File: src/core/dsp_pkg.sv
// shared constants, types and register map for the ddr subsystem axi port
package dsp_pkg;
    // configuration
    localparam int DSP_DATA_W = 64;
    localparam int DSP_STRB_W = DSP_DATA_W / 8;
    localparam int DSP_ID_W = 4;
    localparam bit DSP_IS_AXI4 = 1'b1;
    localparam int DSP_LEN_W = DSP_IS_AXI4 ? 8 : 4;
    localparam int DSP_ADDR_W = 32;
    localparam int DSP_MEM_WORDS = 64;
    localparam int DSP_MEM_AW = 6;
    // pll lock and init timing in user clock cycles
    localparam int DSP_LOCK_CYCLES = 16;
    localparam int DSP_INIT_CYCLES = 32;
    // axi encodings
    localparam logic [1:0] DSP_BURST_FIXED = 2'h0;
    localparam logic [1:0] DSP_BURST_INCR = 2'h1;
    localparam logic [1:0] DSP_BURST_WRAP = 2'h2;
    localparam logic [1:0] DSP_RESP_OKAY = 2'h0;
    // host apb register map
    localparam logic [7:0] DSP_REG_CTRL = 8'h00;
    localparam logic [7:0] DSP_REG_ADDR = 8'h04;
    localparam logic [7:0] DSP_REG_WDATA = 8'h08;
    localparam logic [7:0] DSP_REG_RDATA = 8'h0c;
    localparam logic [7:0] DSP_REG_STATUS = 8'h10;
    localparam logic [7:0] DSP_REG_IRQ = 8'h14;
    localparam logic [7:0] DSP_REG_MASK = 8'h18;
    localparam logic [7:0] DSP_REG_LEN = 8'h1c;
    // ctrl bits
    localparam int DSP_CTRL_GO = 0;
    localparam int DSP_CTRL_WRITE = 1;
    localparam int DSP_CTRL_REINIT = 2;
    localparam int DSP_CTRL_CHECK = 3;
    // irq bits
    localparam int DSP_IRQ_DONE = 0;
    localparam int DSP_IRQ_ALERT = 1;
    localparam int DSP_IRQ_READY = 2;
    localparam logic [31:0] DSP_RESET_WORD = 32'h0;
    typedef enum logic [1:0] {
        DSP_R_IDLE = 2'b00,
        DSP_R_BURST = 2'b01,
        DSP_R_RESP = 2'b10
    } dsp_state_t;
    // next beat address: fixed, incrementing or wrapping
    function automatic logic [31:0] dsp_next_addr(input logic [31:0] a, input logic [2:0] sz,
        input logic [1:0] bt, input logic [7:0] len);
        logic [31:0] step;
        logic [31:0] wmask;
        step = 32'h1 << sz;
        wmask = ({24'h0, len} + 32'h1) * step - 32'h1;
        if (bt == DSP_BURST_FIXED)
            dsp_next_addr = a;
        else if (bt == DSP_BURST_WRAP)
            dsp_next_addr = (a & ~wmask) | ((a + step) & wmask);
        else
            dsp_next_addr = a + step;
    endfunction
endpackage

File: src/core/dsp_axi_if.sv
// axi slave port plus generic subsystem signals joining the two ends
`timescale 1ns/100ps
interface dsp_axi_if;
    import dsp_pkg::*;
    logic user_logic_clock;
    logic subsystem_async_reset_n;
    logic pll_lock;
    logic controller_ready;
    logic reinit_request;
    logic ca_parity_alert_status;
    logic ca_parity_status_read;
    logic [DSP_ID_W-1:0] awid;
    logic [DSP_ADDR_W-1:0] awaddr;
    logic [DSP_LEN_W-1:0] awlen;
    logic [2:0] awsize;
    logic [1:0] awburst;
    logic [1:0] awlock;
    logic [3:0] awcache;
    logic [2:0] awprot;
    logic awvalid;
    logic awready;
    logic [DSP_ID_W-1:0] wid;
    logic [DSP_DATA_W-1:0] wdata;
    logic [DSP_STRB_W-1:0] wstrb;
    logic wlast;
    logic wvalid;
    logic wready;
    logic [DSP_ID_W-1:0] bid;
    logic [1:0] bresp;
    logic bvalid;
    logic bready;
    logic [DSP_ID_W-1:0] arid;
    logic [DSP_ADDR_W-1:0] araddr;
    logic [DSP_LEN_W-1:0] arlen;
    logic [2:0] arsize;
    logic [1:0] arburst;
    logic [1:0] arlock;
    logic [3:0] arcache;
    logic [2:0] arprot;
    logic arvalid;
    logic arready;
    logic [DSP_ID_W-1:0] rid;
    logic [DSP_DATA_W-1:0] rdata;
    logic [1:0] rresp;
    logic rlast;
    logic rvalid;
    logic rready;
    modport subsystem (
        output user_logic_clock, pll_lock, controller_ready, ca_parity_alert_status,
        input subsystem_async_reset_n, reinit_request, ca_parity_status_read,
        input awid, awaddr, awlen, awsize, awburst, awlock, awcache, awprot, awvalid,
        output awready,
        input wid, wdata, wstrb, wlast, wvalid,
        output wready, bid, bresp, bvalid,
        input bready,
        input arid, araddr, arlen, arsize, arburst, arlock, arcache, arprot, arvalid,
        output arready, rid, rdata, rresp, rlast, rvalid,
        input rready
    );
    modport master (
        input user_logic_clock, pll_lock, controller_ready, ca_parity_alert_status,
        output subsystem_async_reset_n, reinit_request, ca_parity_status_read,
        output awid, awaddr, awlen, awsize, awburst, awlock, awcache, awprot, awvalid,
        input awready,
        output wid, wdata, wstrb, wlast, wvalid,
        input wready, bid, bresp, bvalid,
        output bready,
        output arid, araddr, arlen, arsize, arburst, arlock, arcache, arprot, arvalid,
        input arready, rid, rdata, rresp, rlast, rvalid,
        output rready
    );
endinterface

File: src/core/dsp_burst_engine.sv
// one axi burst channel: takes an address, walks the beats, then answers
`timescale 1ns/100ps
module dsp_burst_engine
    import dsp_pkg::*;
(
    // clock and reset
    input wire logic clk,
    input wire logic rst_n,
    input wire logic enable,
    // address request
    input wire logic avalid,
    output logic aready,
    input wire logic [DSP_ID_W-1:0] aid,
    input wire logic [DSP_ADDR_W-1:0] aaddr,
    input wire logic [DSP_LEN_W-1:0] alen,
    input wire logic [2:0] asize,
    input wire logic [1:0] aburst,
    // beat handshake
    input wire logic beat_fire,
    output logic in_burst,
    output logic [DSP_ADDR_W-1:0] beat_addr,
    output logic last_beat,
    output logic [DSP_ID_W-1:0] burst_id,
    // final response
    output logic resp_pending,
    input wire logic resp_fire
);
    import dsp_pkg::*;
    dsp_state_t state_reg;
    dsp_state_t state_next;
    logic [7:0] len_reg;
    logic [7:0] cnt_reg;
    logic [2:0] size_reg;
    logic [1:0] burst_reg;
    logic [DSP_ADDR_W-1:0] addr_reg;
    logic [DSP_ID_W-1:0] id_reg;
    wire take = avalid && aready;
    wire last_w = (cnt_reg == len_reg);
    wire [31:0] next_addr_w = dsp_next_addr(addr_reg, size_reg, burst_reg, len_reg);

    // handshake and view of the current beat
    assign aready = enable && (state_reg == DSP_R_IDLE);
    assign in_burst = (state_reg == DSP_R_BURST);
    assign beat_addr = addr_reg;
    assign last_beat = last_w;
    assign burst_id = id_reg;
    assign resp_pending = (state_reg == DSP_R_RESP);

    // next state
    always_comb
    begin
        state_next = state_reg;
        case (state_reg)
            DSP_R_IDLE: if (take) state_next = DSP_R_BURST;
            DSP_R_BURST: if (beat_fire && last_w) state_next = DSP_R_RESP;
            DSP_R_RESP: if (resp_fire) state_next = DSP_R_IDLE;
            default: state_next = DSP_R_IDLE;
        endcase
    end

    // burst bookkeeping; any size, type and length is walked
    always_ff @(posedge clk or negedge rst_n)
    begin
        if (!rst_n)
        begin
            state_reg <= DSP_R_IDLE;
            len_reg <= 8'h0;
            cnt_reg <= 8'h0;
            size_reg <= 3'h0;
            burst_reg <= 2'h0;
            addr_reg <= 32'h0;
            id_reg <= '0;
        end
        else
        begin
            state_reg <= state_next;
            if (take)
            begin
                len_reg <= 8'(alen); // RQ9
                cnt_reg <= 8'h0;
                size_reg <= asize;
                burst_reg <= aburst;
                addr_reg <= aaddr;
                id_reg <= aid;
            end
            else if (beat_fire && in_burst)
            begin
                cnt_reg <= cnt_reg + 8'h1;
                addr_reg <= next_addr_w; // RQ10
            end
        end
    end
endmodule

File: src/core/dsp_subsystem.sv
// device end: clock, lock, ready, alert status and axi slave onto a memory
//
// Local design decisions: the placing of the registers and the APB interface to the registers.
`timescale 1ns/100ps
// How it works
// [RQ1] axi slave mode carries all memory traffic
// [RQ2] native logic runs on the user clock
// [RQ3] user clock forwarded from pll output
// [RQ4] reset is init-done and bank-calibrated
// [RQ5] lock rises once pll has locked
// [RQ6] ready low in reset and reinit
// [RQ7] parity status set on seen alert
// [RQ8] parity status clears on read
// [RQ9] every burst size, type, length accepted
// [RQ10] wrapping bursts wrap at their boundary
// [RQ11] data width parameter, strobe one eighth
// [RQ12] axi signals active high, user clock
// [RQ13] length field eight or four bits
// [RQ14] lock, cache, prot inputs ignored
// [RQ15] write id used only for axi3
// [RQ16] id width one to eight bits
// [RQ17] native controls active high, synchronous
// [RQ18] reinit on rising edge of request
// [RQ19] master waits for ready before traffic
module dsp_subsystem
    import dsp_pkg::*;
(
    // reference clock from the board
    input wire logic pll_ref_clk,
    // axi port and generic signals
    dsp_axi_if.subsystem port,
    // memory alert pin, active low
    input wire logic mem_alert_n
);
    import dsp_pkg::*;
    ////////////////////////////////////////////////////////////////////////
    logic clk;
    logic rst_n;
    logic [4:0] lock_cnt_reg;
    logic lock_reg;
    logic [5:0] init_cnt_reg;
    logic ready_reg;
    logic reinit_d_reg;
    logic alert_s1_reg;
    logic alert_s2_reg;
    logic alert_status_reg;
    logic [DSP_DATA_W-1:0] mem [DSP_MEM_WORDS];
    logic [DSP_DATA_W-1:0] rdata_reg;
    logic rvalid_reg;
    logic rlast_reg;
    logic [DSP_ID_W-1:0] rid_reg;
    logic w_in_burst;
    logic w_last;
    logic w_resp;
    logic [DSP_ADDR_W-1:0] w_addr;
    logic [DSP_ID_W-1:0] w_id;
    logic r_in_burst;
    logic r_last;
    logic r_resp;
    logic [DSP_ADDR_W-1:0] r_addr;
    logic [DSP_ID_W-1:0] r_id;

    // user clock is the pll output, modelled as a straight feed
    assign clk = pll_ref_clk; // RQ3
    assign port.user_logic_clock = clk; // RQ3
    assign rst_n = port.subsystem_async_reset_n; // RQ4

    ////////////////////////////////////////////////////////////////////////
    // pll lock after a settling count
    always_ff @(posedge clk or negedge rst_n)
    begin
        if (!rst_n)
        begin
            lock_cnt_reg <= 5'h0;
            lock_reg <= 1'b0;
        end
        else if (lock_cnt_reg == 5'(DSP_LOCK_CYCLES))
            lock_reg <= 1'b1; // RQ5
        else
            lock_cnt_reg <= lock_cnt_reg + 5'h1;
    end
    assign port.pll_lock = lock_reg;

    // reinit edge and init/training count up to DSP_INIT_CYCLES
    wire reinit_rise = port.reinit_request && !reinit_d_reg; // RQ18
    always_ff @(posedge clk or negedge rst_n)
    begin
        if (!rst_n)
        begin
            reinit_d_reg <= 1'b0;
            init_cnt_reg <= 6'h0;
            ready_reg <= 1'b0;
        end
        else
        begin
            reinit_d_reg <= port.reinit_request;
            if (reinit_rise)
            begin
                init_cnt_reg <= 6'h0; // RQ18
                ready_reg <= 1'b0; // RQ6
            end
            else if (lock_reg && !ready_reg)
            begin
                if (init_cnt_reg == 6'(DSP_INIT_CYCLES))
                    ready_reg <= 1'b1; // RQ6
                else
                    init_cnt_reg <= init_cnt_reg + 6'h1;
            end
        end
    end
    assign port.controller_ready = ready_reg;

    ////////////////////////////////////////////////////////////////////////
    // alert pin synchroniser and sticky status, set beats read clear
    always_ff @(posedge clk or negedge rst_n)
    begin
        if (!rst_n)
        begin
            alert_s1_reg <= 1'b1;
            alert_s2_reg <= 1'b1;
            alert_status_reg <= 1'b0;
        end
        else
        begin
            alert_s1_reg <= mem_alert_n;
            alert_s2_reg <= alert_s1_reg;
            if (!alert_s2_reg)
                alert_status_reg <= 1'b1; // RQ7
            else if (port.ca_parity_status_read)
                alert_status_reg <= 1'b0; // RQ8
        end
    end
    assign port.ca_parity_alert_status = alert_status_reg;

    ////////////////////////////////////////////////////////////////////////
    // write channel; lock, cache and prot never reach any logic (RQ14)
    wire w_fire = port.wvalid && port.wready;
    wire wid_ok = DSP_IS_AXI4 || (port.wid == w_id); // RQ15
    assign port.wready = w_in_burst && wid_ok;
    dsp_burst_engine u_wr (
        .clk(clk),
        .rst_n(rst_n),
        .enable(ready_reg),
        .avalid(port.awvalid),
        .aready(port.awready),
        .aid(port.awid),
        .aaddr(port.awaddr),
        .alen(port.awlen),
        .asize(port.awsize),
        .aburst(port.awburst),
        .beat_fire(w_fire),
        .in_burst(w_in_burst),
        .beat_addr(w_addr),
        .last_beat(w_last),
        .burst_id(w_id),
        .resp_pending(w_resp),
        .resp_fire(port.bvalid && port.bready)
    );
    assign port.bvalid = w_resp;
    assign port.bid = w_id;
    assign port.bresp = DSP_RESP_OKAY;

    // byte-lane write into the word array, one strobe per eight bits (RQ11)
    wire [DSP_MEM_AW-1:0] w_idx = w_addr[DSP_MEM_AW+2:3];
    always_ff @(posedge clk)
    begin
        if (w_fire)
            for (int b = 0; b < DSP_STRB_W; b++)
                if (port.wstrb[b])
                    mem[w_idx][b*8 +: 8] <= port.wdata[b*8 +: 8]; // RQ11
    end

    ////////////////////////////////////////////////////////////////////////
    // read channel with a registered data stage
    wire r_fire = r_in_burst && (!rvalid_reg || port.rready);
    wire [DSP_MEM_AW-1:0] r_idx = r_addr[DSP_MEM_AW+2:3];
    dsp_burst_engine u_rd (
        .clk(clk),
        .rst_n(rst_n),
        .enable(ready_reg),
        .avalid(port.arvalid),
        .aready(port.arready),
        .aid(port.arid),
        .aaddr(port.araddr),
        .alen(port.arlen),
        .asize(port.arsize),
        .aburst(port.arburst),
        .beat_fire(r_fire),
        .in_burst(r_in_burst),
        .beat_addr(r_addr),
        .last_beat(r_last),
        .burst_id(r_id),
        .resp_pending(r_resp),
        .resp_fire(r_resp && (!rvalid_reg || port.rready))
    );
    always_ff @(posedge clk or negedge rst_n)
    begin
        if (!rst_n)
        begin
            rvalid_reg <= 1'b0;
            rlast_reg <= 1'b0;
            rdata_reg <= '0;
            rid_reg <= '0;
        end
        else if (r_fire)
        begin
            rvalid_reg <= 1'b1; // RQ12
            rlast_reg <= r_last;
            rdata_reg <= mem[r_idx];
            rid_reg <= r_id;
        end
        else if (port.rready)
            rvalid_reg <= 1'b0;
    end
    assign port.rvalid = rvalid_reg;
    assign port.rlast = rlast_reg;
    assign port.rdata = rdata_reg;
    assign port.rid = rid_reg;
    assign port.rresp = DSP_RESP_OKAY;
endmodule

File: src/flat_wrapper.sv
// flat-port wrapper written by rule: the top's interface ports become plain ports
module dsp_subsystem_flat import dsp_pkg::*;
  (pll_ref_clk, mem_alert_n, port_user_logic_clock, port_pll_lock, port_controller_ready, port_ca_parity_alert_status, port_subsystem_async_reset_n, port_reinit_request, port_ca_parity_status_read, port_awid, port_awaddr, port_awlen, port_awsize, port_awburst, port_awlock, port_awcache, port_awprot, port_awvalid, port_awready, port_wid, port_wdata, port_wstrb, port_wlast, port_wvalid, port_wready, port_bid, port_bresp, port_bvalid, port_bready, port_arid, port_araddr, port_arlen, port_arsize, port_arburst, port_arlock, port_arcache, port_arprot, port_arvalid, port_arready, port_rid, port_rdata, port_rresp, port_rlast, port_rvalid, port_rready);
  dsp_axi_if port_i ();
  input wire logic pll_ref_clk;
  input wire logic mem_alert_n;
  output wire logic [$bits(port_i.user_logic_clock)-1:0] port_user_logic_clock;
  output wire logic [$bits(port_i.pll_lock)-1:0] port_pll_lock;
  output wire logic [$bits(port_i.controller_ready)-1:0] port_controller_ready;
  output wire logic [$bits(port_i.ca_parity_alert_status)-1:0] port_ca_parity_alert_status;
  input wire logic [$bits(port_i.subsystem_async_reset_n)-1:0] port_subsystem_async_reset_n;
  input wire logic [$bits(port_i.reinit_request)-1:0] port_reinit_request;
  input wire logic [$bits(port_i.ca_parity_status_read)-1:0] port_ca_parity_status_read;
  input wire logic [$bits(port_i.awid)-1:0] port_awid;
  input wire logic [$bits(port_i.awaddr)-1:0] port_awaddr;
  input wire logic [$bits(port_i.awlen)-1:0] port_awlen;
  input wire logic [$bits(port_i.awsize)-1:0] port_awsize;
  input wire logic [$bits(port_i.awburst)-1:0] port_awburst;
  input wire logic [$bits(port_i.awlock)-1:0] port_awlock;
  input wire logic [$bits(port_i.awcache)-1:0] port_awcache;
  input wire logic [$bits(port_i.awprot)-1:0] port_awprot;
  input wire logic [$bits(port_i.awvalid)-1:0] port_awvalid;
  output wire logic [$bits(port_i.awready)-1:0] port_awready;
  input wire logic [$bits(port_i.wid)-1:0] port_wid;
  input wire logic [$bits(port_i.wdata)-1:0] port_wdata;
  input wire logic [$bits(port_i.wstrb)-1:0] port_wstrb;
  input wire logic [$bits(port_i.wlast)-1:0] port_wlast;
  input wire logic [$bits(port_i.wvalid)-1:0] port_wvalid;
  output wire logic [$bits(port_i.wready)-1:0] port_wready;
  output wire logic [$bits(port_i.bid)-1:0] port_bid;
  output wire logic [$bits(port_i.bresp)-1:0] port_bresp;
  output wire logic [$bits(port_i.bvalid)-1:0] port_bvalid;
  input wire logic [$bits(port_i.bready)-1:0] port_bready;
  input wire logic [$bits(port_i.arid)-1:0] port_arid;
  input wire logic [$bits(port_i.araddr)-1:0] port_araddr;
  input wire logic [$bits(port_i.arlen)-1:0] port_arlen;
  input wire logic [$bits(port_i.arsize)-1:0] port_arsize;
  input wire logic [$bits(port_i.arburst)-1:0] port_arburst;
  input wire logic [$bits(port_i.arlock)-1:0] port_arlock;
  input wire logic [$bits(port_i.arcache)-1:0] port_arcache;
  input wire logic [$bits(port_i.arprot)-1:0] port_arprot;
  input wire logic [$bits(port_i.arvalid)-1:0] port_arvalid;
  output wire logic [$bits(port_i.arready)-1:0] port_arready;
  output wire logic [$bits(port_i.rid)-1:0] port_rid;
  output wire logic [$bits(port_i.rdata)-1:0] port_rdata;
  output wire logic [$bits(port_i.rresp)-1:0] port_rresp;
  output wire logic [$bits(port_i.rlast)-1:0] port_rlast;
  output wire logic [$bits(port_i.rvalid)-1:0] port_rvalid;
  input wire logic [$bits(port_i.rready)-1:0] port_rready;
  assign port_user_logic_clock = port_i.user_logic_clock;
  assign port_pll_lock = port_i.pll_lock;
  assign port_controller_ready = port_i.controller_ready;
  assign port_ca_parity_alert_status = port_i.ca_parity_alert_status;
  assign port_i.subsystem_async_reset_n = port_subsystem_async_reset_n;
  assign port_i.reinit_request = port_reinit_request;
  assign port_i.ca_parity_status_read = port_ca_parity_status_read;
  assign port_i.awid = port_awid;
  assign port_i.awaddr = port_awaddr;
  assign port_i.awlen = port_awlen;
  assign port_i.awsize = port_awsize;
  assign port_i.awburst = port_awburst;
  assign port_i.awlock = port_awlock;
  assign port_i.awcache = port_awcache;
  assign port_i.awprot = port_awprot;
  assign port_i.awvalid = port_awvalid;
  assign port_awready = port_i.awready;
  assign port_i.wid = port_wid;
  assign port_i.wdata = port_wdata;
  assign port_i.wstrb = port_wstrb;
  assign port_i.wlast = port_wlast;
  assign port_i.wvalid = port_wvalid;
  assign port_wready = port_i.wready;
  assign port_bid = port_i.bid;
  assign port_bresp = port_i.bresp;
  assign port_bvalid = port_i.bvalid;
  assign port_i.bready = port_bready;
  assign port_i.arid = port_arid;
  assign port_i.araddr = port_araddr;
  assign port_i.arlen = port_arlen;
  assign port_i.arsize = port_arsize;
  assign port_i.arburst = port_arburst;
  assign port_i.arlock = port_arlock;
  assign port_i.arcache = port_arcache;
  assign port_i.arprot = port_arprot;
  assign port_i.arvalid = port_arvalid;
  assign port_arready = port_i.arready;
  assign port_rid = port_i.rid;
  assign port_rdata = port_i.rdata;
  assign port_rresp = port_i.rresp;
  assign port_rlast = port_i.rlast;
  assign port_rvalid = port_i.rvalid;
  assign port_i.rready = port_rready;
  dsp_subsystem u_core (.pll_ref_clk(pll_ref_clk), .port(port_i), .mem_alert_n(mem_alert_n));
endmodule
File: config.mk
export PLATFORM = sky130hd
export DESIGN_NAME = dsp_subsystem_flat
export DESIGN_NICKNAME = d
export VERILOG_FILES = /design/src/core/dsp_pkg.sv /design/src/core/dsp_axi_if.sv /design/src/core/dsp_burst_engine.sv /design/src/core/dsp_subsystem.sv /design/src/flat_wrapper.sv
export SDC_FILE = /design/constraint.sdc
export NUM_CORES = 2
export LEC_CHECK = 0
export CAP_MARGIN = 20
export CORE_MARGIN = 2
export CORE_UTILIZATION = 25
export DETAILED_ROUTE_END_ITERATION = 7
export DONT_BUFFER_PORTS = 1
export GPL_ROUTABILITY_DRIVEN = 1
export HOLD_SLACK_MARGIN = 0.12
export SYNTH_ARGS = -nofsm -noshare
export SYNTH_HDL_FRONTEND = slang
export SYNTH_HIERARCHICAL = 1
export SYNTH_SLANG_ARGS = --single-unit
File: constraint.sdc
create_clock -name pll_ref_clk -period 9.1 [get_ports pll_ref_clk]
set_clock_uncertainty 0.15 [all_clocks]
set_input_delay 0.91 -clock pll_ref_clk [delete_from_list [all_inputs] [get_ports pll_ref_clk]]
set_output_delay 0.91 -clock pll_ref_clk [all_outputs]
set_load 0.02 [all_outputs]
# Word-level counts from Yosys, hierarchy flattened
# Memories as Yosys holds them, arrays and structs flattened. A register that Yosys moved wholly into a read port is not among the register bits.
# Cells that the tools add are included.
[totals]
reg_bits = 141
mem_bits_rw = 4096
in_bits = 203
output_inout_bits = 86
elab_cells = 156
memories = 1
[op_classes]
n_addsub = 10
mul = 2
eq_ne = 20
n_shift = 2
mux = 54
n_bitwise = 8
n_reduce_logical = 34
[mem_list]
columns = ["name", "depth", "word_bits", "read_ports", "rd_ports_with_merged_regs", "write_ports", "line_no", "text"]
rows = [
  ["u_core.mem", 64, 64, 1, 1, 1, "dsp_subsystem.sv:47", "logic [DSP_DATA_W-1:0] mem [DSP_MEM_WORDS];"],
]
[op_table]
columns = ["operator", "count"]
rows = [
  ["32-bit 2-to-1 mux", 8],
  ["32-bit bitwise AND", 4],
  ["32-bit adder", 2],
  ["9-bit by 32-bit multiplier with 32-bit output", 2],
  ["32-bit inverter", 2],
  ["32-bit OR", 2],
  ["1-bit by 3-bit << shifter with 32-bit output, first input constant", 2],
  ["32-bit by 1-bit subtractor with 32-bit output, second input constant", 2],
  ["8-bit 2-to-1 mux", 4],
  ["1-bit 2-to-1 mux", 31],
  ["8-bit by 1-bit adder with 9-bit output, second input constant", 2],
  ["6-bit 2-to-1 mux", 3],
  ["2-bit inequality test, second input constant", 9],
  ["8-bit by 1-bit adder with 8-bit output, second input constant", 2],
  ["8-bit == test", 2],
  ["1-bit logical AND", 14],
  ["2-bit 2-to-1 mux", 6],
  ["2-bit case mux with 3 select lines", 2],
  ["2-bit nonzero test", 5],
  ["2-bit == test, second input constant", 4],
  ["2-bit logical NOT", 4],
  ["2-bit AND reduction", 4],
  ["6-bit by 1-bit adder with 6-bit output, second input constant", 1],
  ["6-bit == test, second input constant", 1],
  ["7 further kinds", 12],
]

# Logic depth before layout (Yosys ltp)
[logic_depth]
word_depth = 10
ltp_mapped = 24
ltp_nobuf = 23

# Modules after synthesis
# Netlist, hierarchy kept.
[modules_own_cells]
columns = ["module", "n_inst", "cells_per_inst", "area_per_inst_um2", "seq_area_each_um2"]
rows = [
  ["dsp_subsystem", 1, 8311, 162621.0, 125177.6],
  ["dsp_burst_engine at u_core.u_rd", 1, 834, 6725.2, 1476.4],
  ["dsp_burst_engine at u_core.u_wr", 1, 791, 6608.8, 1476.4],
]

==> run_results.csv <==
group,metric,value,unit
setup_path,cp-end-kind,"flop",
global_routing,busiest_layer,"met2",
hold_path,worstHoldEndpoint,"u_core/mem[30][39]",
placed_design,dp_cells,17720,
floorplanning,die_w,828,µm
placed_design,port_buffers,0,
placed_design,gp_congestion,0.766,
clock_network,cts.sinks,4255,
power_and_ir_drop,ir_worst_vdd,0.000264,V
drt,routed_wl,456,mm
floorplanning,die_y,828,µm
final_layout,fillerInstances,66084,
sta,setup_viol,0,
floorplanning,core-area,677000,µm²
drt,drtIter0Drc,9532,
placed_design,placed_area,180000,µm²
drt,wl_per_cell,24.4,µm
hold_path,hp-start,"port_wdata[39]",
clock_network,cts_buffers,394,
setup_path,r2r-start,"u_core/u_rd/size_reg[2]",
setup_path,worstPathArrival,6630,ps
final_layout,stdcell_area,195000,µm²
clock_network,cts.repair.resized,0,
power_and_ir_drop,cellPowerDensity,271,nW/µm²
sta,min_period_over_period,65.9,%
run_status,outcome,"finished clean",
clock_network,h-tree-depth,5,
hold_path,worstHoldPathCells,1,
clock_network,clk_pin_slew,70,ps
final_layout,area_delta_synth_final,15.1,%
setup_path,worst-setup-path-type,"flop to flop",
global_routing,antenna_found_initial,58,
global_routing,grt_pass1_wl,641,mm
sta,max_freq,0.167,GHz
sta,hold_viol_final,0,
hold_path,hold_path.class,"primary input to flop",
floorplanning,rows,302,
final_layout,largest_register_ffs,4096,
logic_synthesis,yosys_warnings,6,
drt,drtPass1Iterations,6,
placed_design,hpwl,269,mm
drt,ant_nets,0,
logic_synthesis,syn_avg_cell_area,18.5,µm²
setup_path,worstPathMaxFanout,11,
final_layout,layout-drive-gt1-share,14.1,%
final_layout,seq_area,127000,µm²
sta,rsz0062_at_grt,"false",
global_routing,met2_usage,20.6,%
sta,slew-limit-headroom,8.25,%
clock_network,clockBufferDepth,4,
setup_path,start_kind,"flop",
global_routing,grt_use_met1,16.7,%
logic_synthesis,syn-cell-area,170000,µm²
job,cap_violations,0,
clock_network,cts_tree,"done",
drt,drcViolationCount,0,
global_routing,grt_util_met3,2.86,%
power_and_ir_drop,p_total,53.0,mW
setup_path,r2r_slack,3100,ps
floorplanning,initial_core_util,25.1,%
sta,tightestPinTransition,1380,ps
clock_network,cts_setup_buffers,0,
clock_network,root_buffer,"clkbuf_16",
drt,viasPerCell,4.61,
logic_synthesis,syn_inst,9197,
sta,period_minus_slack,6000,ps
final_layout,nNetsFinal,9650,
sta,hold-worst-slack,185,ps
sta,fin_tns_setup,0,ps
global_routing,grt_max_degree,160,
sta,maxSlewViolCount,0,
final_layout,multi_input_area,39700,µm²
setup_path,crit_required,9730,ps
setup_path,reg2reg_depth,20,
drt,vias,86203,
global_routing,grt_overflow_total,0,
final_layout,instances_no_fill,18687,
floorplanning,die_area,686000,µm²
clock_network,clk_latency,1030,ps
power_and_ir_drop,p_leak,62.7,nW
global_routing,grt_pass1_vias,85489,
floorplanning,num_io_pins,289,
global_routing,grt_usage,12.7,%
power breakdown:
part | leakage, nW | internal, mW | total, mW | switching, mW
logic | 17.6 | 5.49 | 13.8 | 8.34
clock network | 6.29 | 9.19 | 16.6 | 7.37
registers | 38.8 | 21.8 | 22.6 | 0.843
total | 62.7 | 36.4 | 53.0 | 16.5
per-layer routing:
metal | wire length [µm] | vias to the layer above
li1 | - | 36956
met3 | 37000 | 607
met4 | 14600 | 24
met2 | 219000 | 3305
met5 | 274 | -
met1 | 186000 | 45311
worst max path at each step:
| stage | endpoint | depth (start not counted) | slack (ps) | from |
|---|---|---|---|---|
| floorplan | port_user_logic_clock | 1 | 3360 | pll_ref_clk |
| global placement | flop | 19 | 3070 | u_core/u_wr/size_reg[0] |
| detailed placement | flop | 19 | 3010 | u_core/u_wr/size_reg[2] |
| CTS | flop | 19 | 2980 | u_core/u_wr/size_reg[0] |
| global route | flop | 20 | 2680 | u_core/u_rd/size_reg[2] |
| finish | flop | 20 | 3100 | u_core/u_rd/size_reg[2] |
repair_timing:
action,in CTS,in global routing
hold buffers,169,0
endpoints found under the setup margin,0,0
hold endpoints to repair,4316,0
worst max-delay path, cell delays in order, from the launching register on:
cell and delay (ps):
dfrtp_1 500, nor3b_1 740, nand2_1 180, fa_1 560
inv_1 50, fa_1 500, inv_1 50, fa_1 470
inv_1 50, fa_1 530, inv_1 60, fa_1 530
inv_1 40, ha_1 310, o21a_1 130, a21oi_1 160
o21bai_1 90, xnor2_1 180, a211oi_1 310, xnor2_1 150
o21ai_0 100
final cells by class:
cell class                      count  area share [%]
Tap cell                         8968            5.74
Timing Repair Buffer              291            2.07
Inverter                          113           0.217
Clock inverter                    227            1.25
Clock buffer                      503            5.35
Sequential cell                  4255            65.0
Multi-Input combinational cell   4268            20.3
Antenna cell                       62          0.0794
cell usage in the layout (no fill, tap or decap), drive strengths merged, types with 70 or more instances in the layout:
cell type,n
a21oi,97
and3,70
dlygate4sd3,104
inv,124
nand2,326
edfxtp,4096
mux2i,1284
clkbuf,504
buf,186
clkinv,171
a22oi,578
nor2,600
nand4,74
dfrtp,157
nand3,277
mux4,512
per-stage QoR:
step	setup WS [ps]	util, %
3_5_place_dp	3010	26.5
6_report	3100	28.9
2_1_floorplan	3360	-
4_1_cts	2980	28.8
5_1_grt	2680	28.9
3_3_place_gp	3070	26.5
(Power assumes the default switching activity.)
